### src/shared/ret_rot_pkg.sv
// Function
// - A return opcode pops the return stack and loads the popped head into the program counter, one word, two cycles.
// - With the fast-return bit set, the shadow accumulator, flags and bank pointer are copied to the live registers.
// - With the fast-return bit clear, accumulator, flags and bank pointer are left untouched.
// - A return leaves both program counter latches alone and changes no flag beyond a shadow restore.
// - A rotate-left-through-carry shifts each bit up one, old bit 7 to carry, old carry to bit 0, updating C, N, Z.
// - A rotate with destination bit 0 writes the accumulator, with 1 writes back to the file register.
// - A rotate with access bit 0 addresses the access bank, with 1 the bank chosen by the bank pointer.
package ret_rot_pkg;
    // ****************************************
    // opcode patterns
    // ****************************************
    localparam logic [14:0] RET_OPC = 15'h0009;   // 0000 0000 0001 001s
    localparam logic [5:0] ROT_OPC = 6'h0d;       // 0011 01da
    localparam int RET_D_BIT = 0;
    localparam int ROT_D_BIT = 9;
    localparam int ROT_A_BIT = 8;
    // ****************************************
    // flag positions and timing
    // ****************************************
    localparam int FLAG_C = 0;
    localparam int FLAG_Z = 2;
    localparam int FLAG_N = 4;
    localparam int Q_PER_CYCLE = 4;
    localparam logic [1:0] Q4 = 2'h3;
    localparam logic [1:0] RET_CYCLES = 2'h2;
    localparam logic [7:0] ACC_RST = 8'h00;
    localparam logic [7:0] FLAGS_RST = 8'h00;
    localparam logic [3:0] BANK_RST = 4'h0;
    localparam logic [3:0] ACCESS_BANK_LO = 4'h0;
    localparam logic [3:0] ACCESS_BANK_HI = 4'hf;
    localparam logic [7:0] ACCESS_SPLIT = 8'h80;
    typedef enum logic [1:0] {ST_FETCH = 2'b00, ST_RET2 = 2'b01} exec_state_t;
endpackage

### src/return_and_rotate_carry_exec.sv
module return_and_rotate_carry_exec
    import ret_rot_pkg::*;
#(
    parameter int PC_W = 21
)
(
    // clock and reset
    input wire logic core_clk,
    input wire logic arst_n,
    // instruction
    input wire logic instr_valid,
    input wire logic [15:0] instr,
    // return stack
    input wire logic [PC_W-1:0] return_stack_head,
    output logic stack_pop,
    // file memory
    input wire logic [7:0] file_rdata,
    output logic [11:0] file_addr,
    output logic [7:0] file_wdata,
    output logic file_we,
    // shadow inputs
    input wire logic [7:0] shadow_accumulator,
    input wire logic [7:0] shadow_flags_reg,
    input wire logic [3:0] shadow_bank_pointer,
    // latch inputs, passed through unmodified
    input wire logic [7:0] prog_counter_upper_latch_in,
    input wire logic [7:0] prog_counter_high_latch_in,
    // architectural state
    output logic [PC_W-1:0] pc,
    output logic [7:0] accumulator,
    output logic [7:0] flags,
    output logic [3:0] bank_pointer,
    output logic [7:0] prog_counter_upper_latch,
    output logic [7:0] prog_counter_high_latch,
    output logic busy,
    output logic [1:0] qphase
);
    // ****************************************
    // decode
    // ****************************************
    logic [1:0] q_r;
    exec_state_t st_r;
    logic is_ret;
    logic is_rot;
    logic [7:0] rot_res;
    logic rot_c;
    logic rot_n;
    logic rot_z;
    logic [3:0] bank_sel;
    logic [7:0] flags_nxt;
    logic [PC_W-1:0] pc_r;

    function automatic logic [3:0] pick_bank(input logic a, input logic [7:0] f, input logic [3:0] bp);
        if (a)
            pick_bank = bp;
        else
            pick_bank = (f < ACCESS_SPLIT) ? ACCESS_BANK_LO : ACCESS_BANK_HI;
    endfunction

    // only a decode slot in the fetch state starts an instruction
    assign is_ret = instr_valid && st_r == ST_FETCH && instr[15:1] == RET_OPC;
    assign is_rot = instr_valid && st_r == ST_FETCH && instr[15:10] == ROT_OPC;
    assign bank_sel = pick_bank(instr[ROT_A_BIT], instr[7:0], bank_pointer);

    rot_carry_alu u_alu
    (
        .src(file_rdata),
        .carry_in(flags[FLAG_C]),
        .res(rot_res),
        .carry_out(rot_c),
        .neg(rot_n),
        .zero(rot_z)
    );

    always_comb
    begin
        flags_nxt = flags;
        flags_nxt[FLAG_C] = rot_c;
        flags_nxt[FLAG_N] = rot_n;
        flags_nxt[FLAG_Z] = rot_z;
    end

    // ****************************************
    // q-phase counter and sequencing
    // ****************************************
    // four core clocks per instruction cycle; work commits at the last phase
    always_ff @(posedge core_clk or negedge arst_n)
    begin
        if (!arst_n)
            q_r <= 2'h0;
        else
            q_r <= q_r + 2'h1;
    end

    // the return occupies a second, empty instruction cycle
    always_ff @(posedge core_clk or negedge arst_n)
    begin
        if (!arst_n)
            st_r <= ST_FETCH;
        else if (q_r == Q4)
        begin
            if (is_ret)
                st_r <= ST_RET2;
            else
                st_r <= ST_FETCH;
        end
    end

    // ****************************************
    // architectural registers
    // ****************************************
    always_ff @(posedge core_clk or negedge arst_n)
    begin
        if (!arst_n)
            pc_r <= '0;
        else if (q_r == Q4 && is_ret)
            pc_r <= return_stack_head;
    end

    always_ff @(posedge core_clk or negedge arst_n)
    begin
        if (!arst_n)
            stack_pop <= 1'b0;
        else
            stack_pop <= (q_r == Q4) && is_ret;
    end

    always_ff @(posedge core_clk or negedge arst_n)
    begin
        if (!arst_n)
        begin
            accumulator <= ACC_RST;
            flags <= FLAGS_RST;
            bank_pointer <= BANK_RST;
        end
        else if (q_r == Q4 && is_ret && instr[RET_D_BIT])
        begin
            accumulator <= shadow_accumulator;
            flags <= shadow_flags_reg;
            bank_pointer <= shadow_bank_pointer;
        end
        else if (q_r == Q4 && is_rot)
        begin
            flags <= flags_nxt;
            if (!instr[ROT_D_BIT])
                accumulator <= rot_res;
        end
        // fast bit clear on return: nothing written here
    end

    // file write enable is set at the last phase and pulses for the clock after it, address stable from decode on
    always_ff @(posedge core_clk or negedge arst_n)
    begin
        if (!arst_n)
        begin
            file_addr <= 12'h000;
            file_wdata <= 8'h00;
            file_we <= 1'b0;
        end
        else
        begin
            file_addr <= {bank_sel, instr[7:0]};
            file_wdata <= rot_res;
            file_we <= (q_r == Q4) && is_rot && instr[ROT_D_BIT];
        end
    end

    // latches only follow their own inputs; a return never touches them
    always_ff @(posedge core_clk or negedge arst_n)
    begin
        if (!arst_n)
        begin
            prog_counter_upper_latch <= 8'h00;
            prog_counter_high_latch <= 8'h00;
        end
        else
        begin
            prog_counter_upper_latch <= prog_counter_upper_latch_in;
            prog_counter_high_latch <= prog_counter_high_latch_in;
        end
    end

    always_ff @(posedge core_clk or negedge arst_n)
    begin
        if (!arst_n)
        begin
            busy <= 1'b0;
            qphase <= 2'h0;
        end
        else
        begin
            busy <= (st_r == ST_RET2);
            qphase <= q_r + 2'h1;
        end
    end

    assign pc = pc_r;

    // ****************************************
    // checks
    // ****************************************
    AST_RET_PC: assert property (@(posedge core_clk) disable iff (!arst_n)
        (q_r == Q4 && is_ret) |=> (pc == $past(return_stack_head) && stack_pop))
        else $error("return did not load pc");
    AST_RET_TWO_CYC: assert property (@(posedge core_clk) disable iff (!arst_n)
        (q_r == Q4 && is_ret) |=> (st_r == ST_RET2) [*4] ##1 (st_r == ST_FETCH))
        else $error("return not two cycles");
    AST_FAST_RESTORE: assert property (@(posedge core_clk) disable iff (!arst_n)
        (q_r == Q4 && is_ret && instr[RET_D_BIT]) |=> (bank_pointer == $past(shadow_bank_pointer)
        && accumulator == $past(shadow_accumulator) && flags == $past(shadow_flags_reg)))
        else $error("shadow restore missed");
    AST_SLOW_KEEP: assert property (@(posedge core_clk) disable iff (!arst_n)
        (q_r == Q4 && is_ret && !instr[RET_D_BIT]) |=> ($stable(accumulator) && $stable(flags)
        && $stable(bank_pointer)))
        else $error("slow return changed state");
    AST_LATCH_KEEP: assert property (@(posedge core_clk) disable iff (!arst_n)
        is_ret |=> (prog_counter_high_latch == $past(prog_counter_high_latch_in)
        && prog_counter_upper_latch == $past(prog_counter_upper_latch_in)))
        else $error("latch altered");
    AST_ROT_CARRY: assert property (@(posedge core_clk) disable iff (!arst_n)
        (q_r == Q4 && is_rot) |=> (flags[FLAG_C] == $past(file_rdata[7])))
        else $error("carry wrong");
    AST_ROT_DEST: assert property (@(posedge core_clk) disable iff (!arst_n)
        (q_r == Q4 && is_rot && !instr[ROT_D_BIT]) |=> (!file_we && accumulator[0] == $past(flags[FLAG_C])))
        else $error("destination wrong");
    AST_ROT_BANK: assert property (@(posedge core_clk) disable iff (!arst_n)
        (is_rot && instr[ROT_A_BIT]) |=> (file_addr[11:8] == $past(bank_pointer)))
        else $error("bank wrong");
    AST_ROT_NZ: assert property (@(posedge core_clk) disable iff (!arst_n)
        (q_r == Q4 && is_rot) |=> (flags[FLAG_Z] == ($past(file_rdata[6:0]) == 7'h00 && !$past(flags[FLAG_C]))
        && flags[FLAG_N] == $past(file_rdata[6])))
        else $error("zero flag wrong");
endmodule

### src/rot_carry_alu.sv
module rot_carry_alu
    import ret_rot_pkg::*;
(
    // operand in
    input wire logic [7:0] src,
    input wire logic carry_in,
    // result out
    output logic [7:0] res,
    output logic carry_out,
    output logic neg,
    output logic zero
);
    // rotate through carry and derive flags
    always_comb
    begin
        res = {src[6:0], carry_in};
        carry_out = src[7];
        neg = res[7];
        zero = (res == 8'h00);
    end
endmodule

### config.mk
export PLATFORM = sky130hd
export DESIGN_NAME = return_and_rotate_carry_exec
export DESIGN_NICKNAME = d
export VERILOG_FILES = /design/src/shared/ret_rot_pkg.sv /design/src/return_and_rotate_carry_exec.sv /design/src/rot_carry_alu.sv
export SDC_FILE = /design/constraint.sdc
export NUM_CORES = 1
export LEC_CHECK = 0
export ABC_AREA = 0
export BUFFER_PORTS_ARGS = -buffer_cell sky130_fd_sc_hd__buf_2
export CAP_MARGIN = 20
export CORE_MARGIN = 1
export CORE_UTILIZATION = 44
export CTS_CLUSTER_SIZE = 12
export DETAILED_ROUTE_END_ITERATION = 12
export PLACE_DENSITY = 0.79
export SYNTH_ARGS = -nofsm -noshare
export SYNTH_HDL_FRONTEND = slang
export SYNTH_HIERARCHICAL = 1
export SYNTH_SLANG_ARGS = --single-unit
### constraint.sdc
create_clock -name core_clk -period 2.7 [get_ports core_clk]
set_clock_uncertainty 0.2 [all_clocks]
set_input_delay 0.405 -clock core_clk [delete_from_list [all_inputs] [get_ports core_clk]]
set_output_delay 0.405 -clock core_clk [all_outputs]
set_load 0.03 [all_outputs]
==> run_results.csv, run 1 <==
group,metric,value,unit
logic_synthesis,synth_top_cell_by_area,"sky130_fd_sc_hd__dfrtp_1",
logic_synthesis,postSynth.topFlopCell,"sky130_fd_sc_hd__dfrtp_1",
critical_path,critical-path-max-stage-delay,0.65,ns
pwr,ir_drop,0.334,mV
clock_tree,cts_made_buffers,9,
drt,detailroute.via_count,2367,
logic_synthesis,syn-mean-instance-area,14.5,um2
clock_tree,cts-root-buf,"sky130_fd_sc_hd__clkbuf_8",
timing,rsz0062_at_grt,"no",
timing,max_freq,406,MHz
clock_tree,post-cts-setup-buffers,0,
grt,track_usage,0.215,
pwr,power.static_leakage,2.45,nW
timing,hold_violations,0,
logic_synthesis,syn-cell-area,3030,um2
drt,drt_wl_total,7410,um
final_layout,antenna-diode-count,0,
drt,wl_per_cell,15.3,um
die,num_rows,29,
flow_run,timing.max_cap.violations,0,
logic_synthesis,synthDominantCellAreaShare,0.685,
final_layout,nets,488,
drt,wl_met1,3060,um
logic_synthesis,synth_seq_area_share,0.685,
clock_tree,clk_pin_slew,0.07,ns
critical_path,critical_path.endpoint_type,"flop",
logic_synthesis,synthDistinctLibCells,32,
grt,grt_pass1_vias,2451,
drt,drt-pass1-iter-count,4,
critical_path,critical_path_arrival,2.48,ns
placed_design,finalWeightedCongestion,0.773,
die,floorplan.die.height,85.0,um
grt,grt_max_degree,49,
logic_synthesis,ys_async_sr_fraction,1.00,
pwr,switching_share,0.229,
pwr,power_switching,567,uW
run_status,status,"finished clean",
logic_synthesis,syn_inst,209,
pwr,p_seq_frac,0.519,
logic_synthesis,edff_count_synth,0,
grt,global_route.overflow_total,0,
placed_design,io_buffer_count,165,
drt,dr.max_layer_used,"met4",
logic_synthesis,synth.top_cells.by_area,"sky130_fd_sc_hd__dfrtp_1, sky130_fd_sc_hd__mux2_2, sky130_fd_sc_hd__buf_4, sky130_fd_sc_hd__nand2_1, sky130_fd_sc_hd__mux2i_1",
die,io_pins,166,
die,fp.dieW,85.0,um
placed_design,hpwlAfterDp,5120,um
timing,worst_slew_pin_slew,0.590,ns
timing,min_period,2.46,ns
timing,holdWs,0.0441,ns
logic_synthesis,ys.warnings.count,6,
drt,met2_length,3820,um
critical_path,critPathBufInv,1,
worst_hold_path,worst_hold_path_type,"in2reg",
critical_path,timing.critical_path.fanout_max,8,
logic_synthesis,synth_top_cells_by_count,"sky130_fd_sc_hd__dfrtp_1, sky130_fd_sc_hd__mux2_2, sky130_fd_sc_hd__nand2_1, sky130_fd_sc_hd__buf_4, sky130_fd_sc_hd__o21ai_1",
timing,report.final.slew_viol_count,0,
grt,antenna_violations_before_repair,0,
drt,detail_route.iter0.violations,101,
clock_tree,ctsLongestPathBuffers,2,
final_layout,design_area,4410,um2
pwr,report.power.total,2.47,mW
die,core_area,6490,um2
critical_path,timing.critical_path.max_delay_family,"simple AND/OR/NAND/NOR gates",
critical_path,crit_chain,"or4b_1, buf_4, or3_1, mux2i_1, o21ai_1",
drt,detail_route.vias_per_cell,4.88,
pwr,internal_power,1.90,mW
drt,drt_drc_violations_left,0,
clock_tree,h_tree_lvls,3,
timing,timing.final.crit_share,0.912,
pwr,power_per_cell_area,560,nW/um2
timing,maxSlewHeadroom,0.607,
critical_path,timing.critical_path.from_type,"flop",
logic_synthesis,synth_seq_cells,83,
logic_synthesis,synth_fp_nets,294,
critical_path,critical_path_required,2.71,ns
clock_tree,tritoncts,"built",
logic_synthesis,most_repeated_cell_in_the_gate_level_netlist_after_synthesis,"sky130_fd_sc_hd__dfrtp_1",
grt,wire_length_of_the_first_global_routing_pass,11800,um
drt,antenna_left,0,
die,dieArea,7230,um2
drt,met3WireLength,448,um
critical_path,crit_path_top_delay_cell,"sky130_fd_sc_hd__or4b_1",
final_layout,layout-drive-gt1-share,0.547,
placed_design,placed_area,3890,um2
clock_tree,clock_insertion_delay_worst_skew,0.34,ns
pwr,combinational_power_share,0.099,
pwr,power.share.clock,0.382,
die,initial_core_util,0.467,
clock_tree,cts_sinks,83,
timing,setup_viol,0,
timing,totalNegativeSetupSlack,0,ns
final_layout,areaGrowthSynthToFinish,45.5,%
critical_path,timing_worst_setup_path_type,"reg2reg",
## registers in the layout (all words and copies together) (netlist names)
register,count
flags,8
st_r,1
file_we,1
stack_pop,1
prog_counter_high_latch,8
accumulator,8
busy,1
prog_counter_upper_latch,8
file_addr,12
bank_pointer,4
qphase,2
file_wdata,8
pc,21
## kinds of logic after synthesis
group                      share of synthesized area
adders and majority gates                    0.00412
DFF                                            0.685
and+or+nand+nor                               0.0957
buffers and inverters                         0.0520
AOI/OAI and AO/OA                             0.0355
muxes                                          0.128
## routing by layer
layer,vias to the layer above,track usage
met5,-,0
met4,0,0.0647
met3,6,0.0564
met2,104,0.374
met1,1148,0.264
li1,1109,-
## final cells by class
| type | instances | area, um2 |
|---|---|---|
| Fill cell | 490 | 2080 |
| Sequential cell | 83 | 2080 |
| Timing Repair Buffer | 202 | 1190 |
| Multi-Input combinational cell | 101 | 800 |
| Clock buffer | 13 | 179 |
| Tap cell | 77 | 96.3 |
| Clock inverter | 3 | 43.8 |
| Inverter | 6 | 22.5 |
## power groups by stage
stage	Combinational (mW)	Clock, mW	Sequential, mW
final	0.245	0.943	1.28
after global routing	0.263	1.02	1.28
after CTS	0.244	0.966	1.28
after detailed placement	0.210	0	1.31
after global placement	0.207	0	1.30
after floorplan	0.0263	0	1.37
## worst register-to-register path, stage by stage, from the launching register on
cell	delay, ns
sky130_fd_sc_hd__dfrtp_1	0.41
sky130_fd_sc_hd__or4b_1	0.65
sky130_fd_sc_hd__buf_4	0.21
sky130_fd_sc_hd__or3_1	0.56
sky130_fd_sc_hd__mux2i_1	0.23
sky130_fd_sc_hd__o21ai_1	0.08
## worst paths after layout
kind / start / to / slack (ns) / cells after the start
max: st_r[0] / accumulator[7] / 0.24 / 5
min: file_rdata[6] / file_wdata[7] / 0.04 / 1
max reg2reg: st_r[0] / accumulator[7] / 0.24 / 5
min reg2reg: st_r[0] / busy / 0.23 / 0
max in group asynchronous: arst_n / pc[16] / 1.19 / 3
min in group asynchronous: arst_n / flags[3] / 0.43 / 2
## through the flow
step,cells,setup slack (ns),util
after floorplan,209,0.297,-
after global placement,439,0.220,0.599
after detailed placement,439,0.159,0.599
after CTS,485,0.149,0.679
after global routing,485,0.0649,0.679
final,485,0.238,0.679
## cells in the final DEF (no fill, tap or decap), types with 2 or more instances in the layout
cell / netlist / layout
sky130_fd_sc_hd__o21ai_1: 9 / 9
sky130_fd_sc_hd__dfrtp_1: 83 / 83
sky130_fd_sc_hd__nor4_1: 5 / 5
sky130_fd_sc_hd__buf_4: 10 / 7
sky130_fd_sc_hd__nand2b_1: 2 / 2
sky130_fd_sc_hd__buf_2: 3 / 164
sky130_fd_sc_hd__mux2i_1: 5 / 5
sky130_fd_sc_hd__nand4_1: 7 / 7
sky130_fd_sc_hd__mux2_2: 30 / 30
sky130_fd_sc_hd__or3_1: 2 / 2
sky130_fd_sc_hd__nand2_1: 16 / 16
sky130_fd_sc_hd__or4_1: 2 / 2
sky130_fd_sc_hd__nor4bb_1: 2 / 2
sky130_fd_sc_hd__and2_1: 2 / 2
sky130_fd_sc_hd__inv_1: 6 / 6
sky130_fd_sc_hd__dlygate4sd3_1: 0 / 30
sky130_fd_sc_hd__a41oi_1: 4 / 4
sky130_fd_sc_hd__clkbuf_8: 0 / 13
## timing repair
| action | in CTS | in global routing |
|---|---|---|
| hold buffers | 30 | 0 |
| endpoints found under the hold margin | 75 | 0 |
| setup endpoints to repair | 0 | 11 |
| gates resized for setup | 0 | 1 |
No activity file was read; power rests on OpenSTA's default activity.
==> run 2: changes to the inputs <==
==> constraint.sdc (replaced) <==
create_clock -name core_clk -period 2.7 [get_ports core_clk]
set_clock_uncertainty 0.2 [all_clocks]
set_input_delay 0.135 -clock core_clk [delete_from_list [all_inputs] [get_ports core_clk]]
set_output_delay 0.135 -clock core_clk [all_outputs]
set_load 0.03 [all_outputs]
==> run_results.csv, run 2 (synthesis results as in run 1) <==
group,metric,value,unit
run_status,status,"finished clean",
drt,antenna_left,0,
die,core_area,6490,um2
placed_design,io_buffer_count,165,
placed_design,hpwlAfterDp,5160,um
drt,drt-pass1-iter-count,4,
critical_path,timing.critical_path.fanout_max,11,
die,dieArea,7230,um2
final_layout,largest_reg_flops,21,
final_layout,layout-drive-gt1-share,0.487,
grt,global_route.overflow_total,0,
drt,drt_wl_total,8670,um
grt,wire_length_of_the_first_global_routing_pass,13800,um
die,floorplan.die.height,85.0,um
clock_tree,clock_insertion_delay_worst_skew,0.36,ns
clock_tree,post-cts-setup-buffers,0,
pwr,combinational_power_share,0.125,
pwr,power_per_cell_area,503,nW/um2
final_layout,antenna-diode-count,0,
clock_tree,cts_sinks,83,
critical_path,critical_path.endpoint_type,"flop",
pwr,internal_power,1.78,mW
drt,drt_drc_violations_left,0,
flow_run,timing.max_cap.violations,0,
timing,hold_violations,0,
die,initial_core_util,0.467,
timing,layout_setup_ws,0.178,ns
drt,wl_per_cell,16.4,um
critical_path,timing.critical_path.from_type,"flop",
clock_tree,tritoncts,"built",
clock_tree,cts-root-buf,"sky130_fd_sc_hd__clkbuf_8",
pwr,ir_drop,0.372,mV
grt,track_usage,0.254,
placed_design,finalWeightedCongestion,0.778,
final_layout,final_common_cell,"sky130_fd_sc_hd__buf_2",
clock_tree,h_tree_lvls,3,
timing,min_period,2.52,ns
final_layout,areaGrowthSynthToFinish,59.8,%
final_layout,final_cell_mix,"sky130_fd_sc_hd__buf_2, sky130_fd_sc_hd__dfrtp_1, sky130_fd_sc_hd__dlygate4sd3_1",
pwr,p_seq_frac,0.526,
critical_path,critical_path_required,2.72,ns
critical_path,timing_worst_setup_path_type,"reg2reg",
drt,detailroute.via_count,2589,
pwr,power.static_leakage,2.62,nW
placed_design,dpl_worst_slack,0.210,ns
pwr,switching_share,0.271,
worst_hold_path,worst_hold_path_type,"in2async",
timing,rsz0062_at_grt,"no",
die,num_rows,29,
clock_tree,ctsLongestPathBuffers,2,
grt,antenna_violations_before_repair,0,
die,io_pins,166,
pwr,power_switching,660,uW
clock_tree,post_cts_resize_count,0,
grt,grt_pass1_vias,2874,
timing,timing.final.crit_share,0.934,
timing,worst_slew_pin_slew,0.465,ns
critical_path,critical_path_arrival,2.54,ns
timing,max_freq,397,MHz
critical_path,r2r_setup_slack,0.18,ns
timing,setup_viol,0,
clock_tree,clk_pin_slew,0.09,ns
clock_tree,cts_made_buffers,9,
final_layout,nets,532,
grt,grt_max_degree,84,
timing,report.final.slew_viol_count,0,
drt,detail_route.iter0.violations,137,
pwr,power.share.clock,0.349,
timing,maxSlewHeadroom,0.686,
drt,detail_route.vias_per_cell,4.89,
timing,totalNegativeSetupSlack,0,ns
die,fp.dieW,85.0,um
-- run 2: timing repair --
action                                 in CTS  in global routing
endpoints found under the hold margin     160                  0
setup endpoints to repair                   0                  0
hold buffers                               76                  0
-- run 2: routing by layer --
layer | up-vias | share of wire | track usage
met2 | 129 | 0.54 | 0.482
met1 | 1243 | 0.37 | 0.263
met5 | - | 0 | 0
met4 | 0 | 0.024 | 0.108
met3 | 19 | 0.067 | 0.0661
li1 | 1198 | - | -
-- run 2: area by class of cell --
type,count,area [um2]
Sequential cell,83,2080
Multi-Input combinational cell,101,798
Fill cell,436,1650
Inverter,6,22.5
Tap cell,77,96.3
Timing Repair Buffer,246,1660
Clock inverter,7,70.1
Clock buffer,9,124
-- run 2: path summary, 6_finish.rpt --
check | start | to | cells past startpoint
min in group core_clk | instr[13] | accumulator[0] | 5
max in group asynchronous | arst_n | pc[5] | 3
max reg2reg | st_r[0] | flags[4] | 4
min | arst_n | pc[14] | 2
min reg2reg | st_r[0] | busy | 0
max | st_r[0] | flags[4] | 4
-- run 2: critical path, cell delays in order, from the launching register on --
cell                       delay, ns
sky130_fd_sc_hd__dfrtp_1        0.40
sky130_fd_sc_hd__or4b_1         0.71
sky130_fd_sc_hd__nor4bb_1       0.41
sky130_fd_sc_hd__and3_1         0.50
sky130_fd_sc_hd__o211ai_1       0.18
-- run 2: per-stage QoR --
| stage | hold WS [ns] | cells | cell area [um2] | power, mW | utilization |
|---|---|---|---|---|---|
| after detailed placement | 0.0443 | 436 | 3860 | 1.51 | 0.595 |
| after floorplan | -0.361 | 209 | 3030 | 1.40 | - |
| after global placement | 0.0430 | 436 | 3860 | 1.51 | 0.595 |
| after global routing | 0.0146 | 529 | 4850 | 2.53 | 0.746 |
| after CTS | 0.0350 | 528 | 4820 | 2.45 | 0.742 |
| final | 0.0127 | 529 | 4850 | 2.44 | 0.746 |
-- run 2: power groups by stage --
stage / Clock [mW] / Combinational (mW) / Sequential, mW
after detailed placement: 0 / 0.207 / 1.31
after global routing: 0.922 / 0.324 / 1.29
after global placement: 0 / 0.202 / 1.30
final: 0.851 / 0.304 / 1.28
after CTS: 0.872 / 0.293 / 1.28
after floorplan: 0 / 0.0263 / 1.37
==> run 3: changes to the inputs <==
- CORE_ASPECT_RATIO: default -> 0.6
- GPL_ROUTABILITY_DRIVEN: default -> 1
==> run_results.csv, run 3 (synthesis results as in run 1) <==
group,metric,value,unit
critical_path,regToRegStartpoint,"st_r[0]",
grt,antenna_violations_before_repair,0,
timing,max_freq,382,MHz
timing,timing.final.crit_share,0.969,
final_layout,design_area,4990,um2
clock_tree,clock_insertion_delay_worst_skew,0.33,ns
die,dieArea,7240,um2
final_layout,areaGrowthSynthToFinish,64.6,%
timing,totalNegativeSetupSlack,0,ns
final_layout,layout-drive-gt1-share,0.490,
critical_path,worst_r2r_path_depth,6,
placed_design,finalWeightedCongestion,0.777,
clock_tree,ctsLongestPathBuffers,2,
final_layout,antenna-diode-count,0,
worst_hold_path,worst_hold_path_type,"in2async",
grt,wire_length_of_the_first_global_routing_pass,12700,um
flow_run,timing.max_cap.violations,0,
placed_design,io_buffer_count,165,
pwr,report.power.total,2.80,mW
timing,maxSlewHeadroom,0.710,
grt,global_route.overflow_total,0,
die,initial_core_util,0.454,
die,io_pins,166,
pwr,ir_drop,0.399,mV
drt,detail_route.vias_per_cell,4.80,
pwr,power_per_cell_area,560,nW/um2
grt,track_usage,0.242,
grt,grt_max_degree,84,
die,core_area,6680,um2
final_layout,final_cell_mix,"sky130_fd_sc_hd__buf_2, sky130_fd_sc_hd__dfrtp_1, sky130_fd_sc_hd__dlygate4sd3_1",
critical_path,r2r_setup_slack,0.08,ns
critical_path,crit-reg2reg-capture,"accumulator[0]",
clock_tree,clk_pin_slew,0.06,ns
critical_path,timing_worst_setup_path_type,"reg2reg",
drt,drt_drc_violations_left,0,
clock_tree,tritoncts,"built",
die,floorplan.die.height,66.3,um
timing,min_period,2.62,ns
die,num_rows,23,
drt,antenna_left,0,
run_status,status,"finished clean",
placed_design,hpwlAfterDp,5260,um
clock_tree,h_tree_lvls,3,
drt,wl_per_cell,15.8,um
final_layout,nets,533,
grt,grt_pass1_vias,2677,
critical_path,critical_path_arrival,2.68,ns
drt,drt-pass1-iter-count,4,
critical_path,critical_path.endpoint_type,"flop",
timing,report.final.slew_viol_count,0,
critical_path,critical_path_required,2.76,ns
drt,detail_route.iter0.violations,85,
placed_design,placed_area,3880,um2
pwr,power.static_leakage,2.67,nW
clock_tree,cts_sinks,83,
clock_tree,cts_made_buffers,9,
timing,worst_slew_pin_slew,0.435,ns
drt,detailroute.via_count,2592,
die,fp.dieW,109,um
drt,drt_wl_total,8550,um
critical_path,timing.critical_path.from_type,"flop",
critical_path,timing.critical_path.fanout_max,9,
final_layout,final_common_cell,"sky130_fd_sc_hd__buf_2",
final_layout,largest_reg_flops,21,
clock_tree,cts-root-buf,"sky130_fd_sc_hd__clkbuf_16",
timing,setup_viol,0,
timing,hold_violations,0,
[run 3: cell types whose count changed in the layout (fill, tap and decap cells not counted), sizes merged]
| cell | delta |
|---|---|
| inv | -4 |
| bufinv | +1 |
| dlygate4sd3 | +1 |
| clkinvlp | +1 |
| clkinv | -1 |
| clkbuf | +3 |
[run 3: report_power, final]
part	switching, mW	total, mW	internal [mW]	leakage (nW)
Combinational	0.156	0.304	0.148	1.45
Clock	0.467	1.21	0.740	0.139
Sequential	0.00958	1.28	1.27	1.08
Total	0.633	2.80	2.16	2.67
[run 3: final cells by class]
cell class / instances / area, um2
clock inverters: 4 / 50.0
well taps: 87 / 109
multi-input cells: 101 / 817
repair buffers: 247 / 1670
fillers: 450 / 1690
clock buffers: 12 / 246
inverters: 6 / 22.5
flip-flops and latches: 83 / 2080
[run 3: how the worst max path moves through the flow]
stage / from / end / slack, ns
CTS: st_r[0] / accumulator[0] / 0.03
detailed placement: st_r[0] / flags[4] / 0.28
global placement: st_r[0] / flags[4] / 0.33
global route: st_r[0] / accumulator[0] / -0.02
finish: st_r[0] / accumulator[0] / 0.08
floorplan: qphase[0] / pc[10] / 0.30
[run 3: what timing repair did]
action,in CTS,in global routing
endpoints found under the setup margin,0,1
hold endpoints to repair,160,0
resized for setup,0,4
hold buffers,77,0
buffers inserted,0,0
[run 3: routing by layer]
metal  part of all wire  vias to the layer above  track usage
met5                  0                        -            0
met4              0.012                        0       0.0800
met3              0.075                       12       0.0788
met2               0.50                      108        0.418
met1               0.42                     1269        0.287
li1                   -                     1203            -
[run 3: metrics by stage]
stage	worst slack, ns	utilization	hold WS [ns]	cells
after floorplan	0.297	-	-0.361	209
after global placement	0.326	0.581	0.0431	446
after detailed placement	0.279	0.581	0.0443	446
after CTS	0.0314	0.741	0.0682	539
after global routing	-0.0215	0.748	0.00838	540
final	0.0831	0.748	0.0126	540
[run 3: critical path, cell delays in order, from the launching register on]
cell and delay [ns]:
sky130_fd_sc_hd__dfrtp_1 0.39, sky130_fd_sc_hd__or4b_4 0.61, sky130_fd_sc_hd__nor4bb_2 0.37, sky130_fd_sc_hd__buf_4 0.22, sky130_fd_sc_hd__nand4_1 0.10, sky130_fd_sc_hd__dlygate4sd3_1 0.58
sky130_fd_sc_hd__o21ai_1 0.07
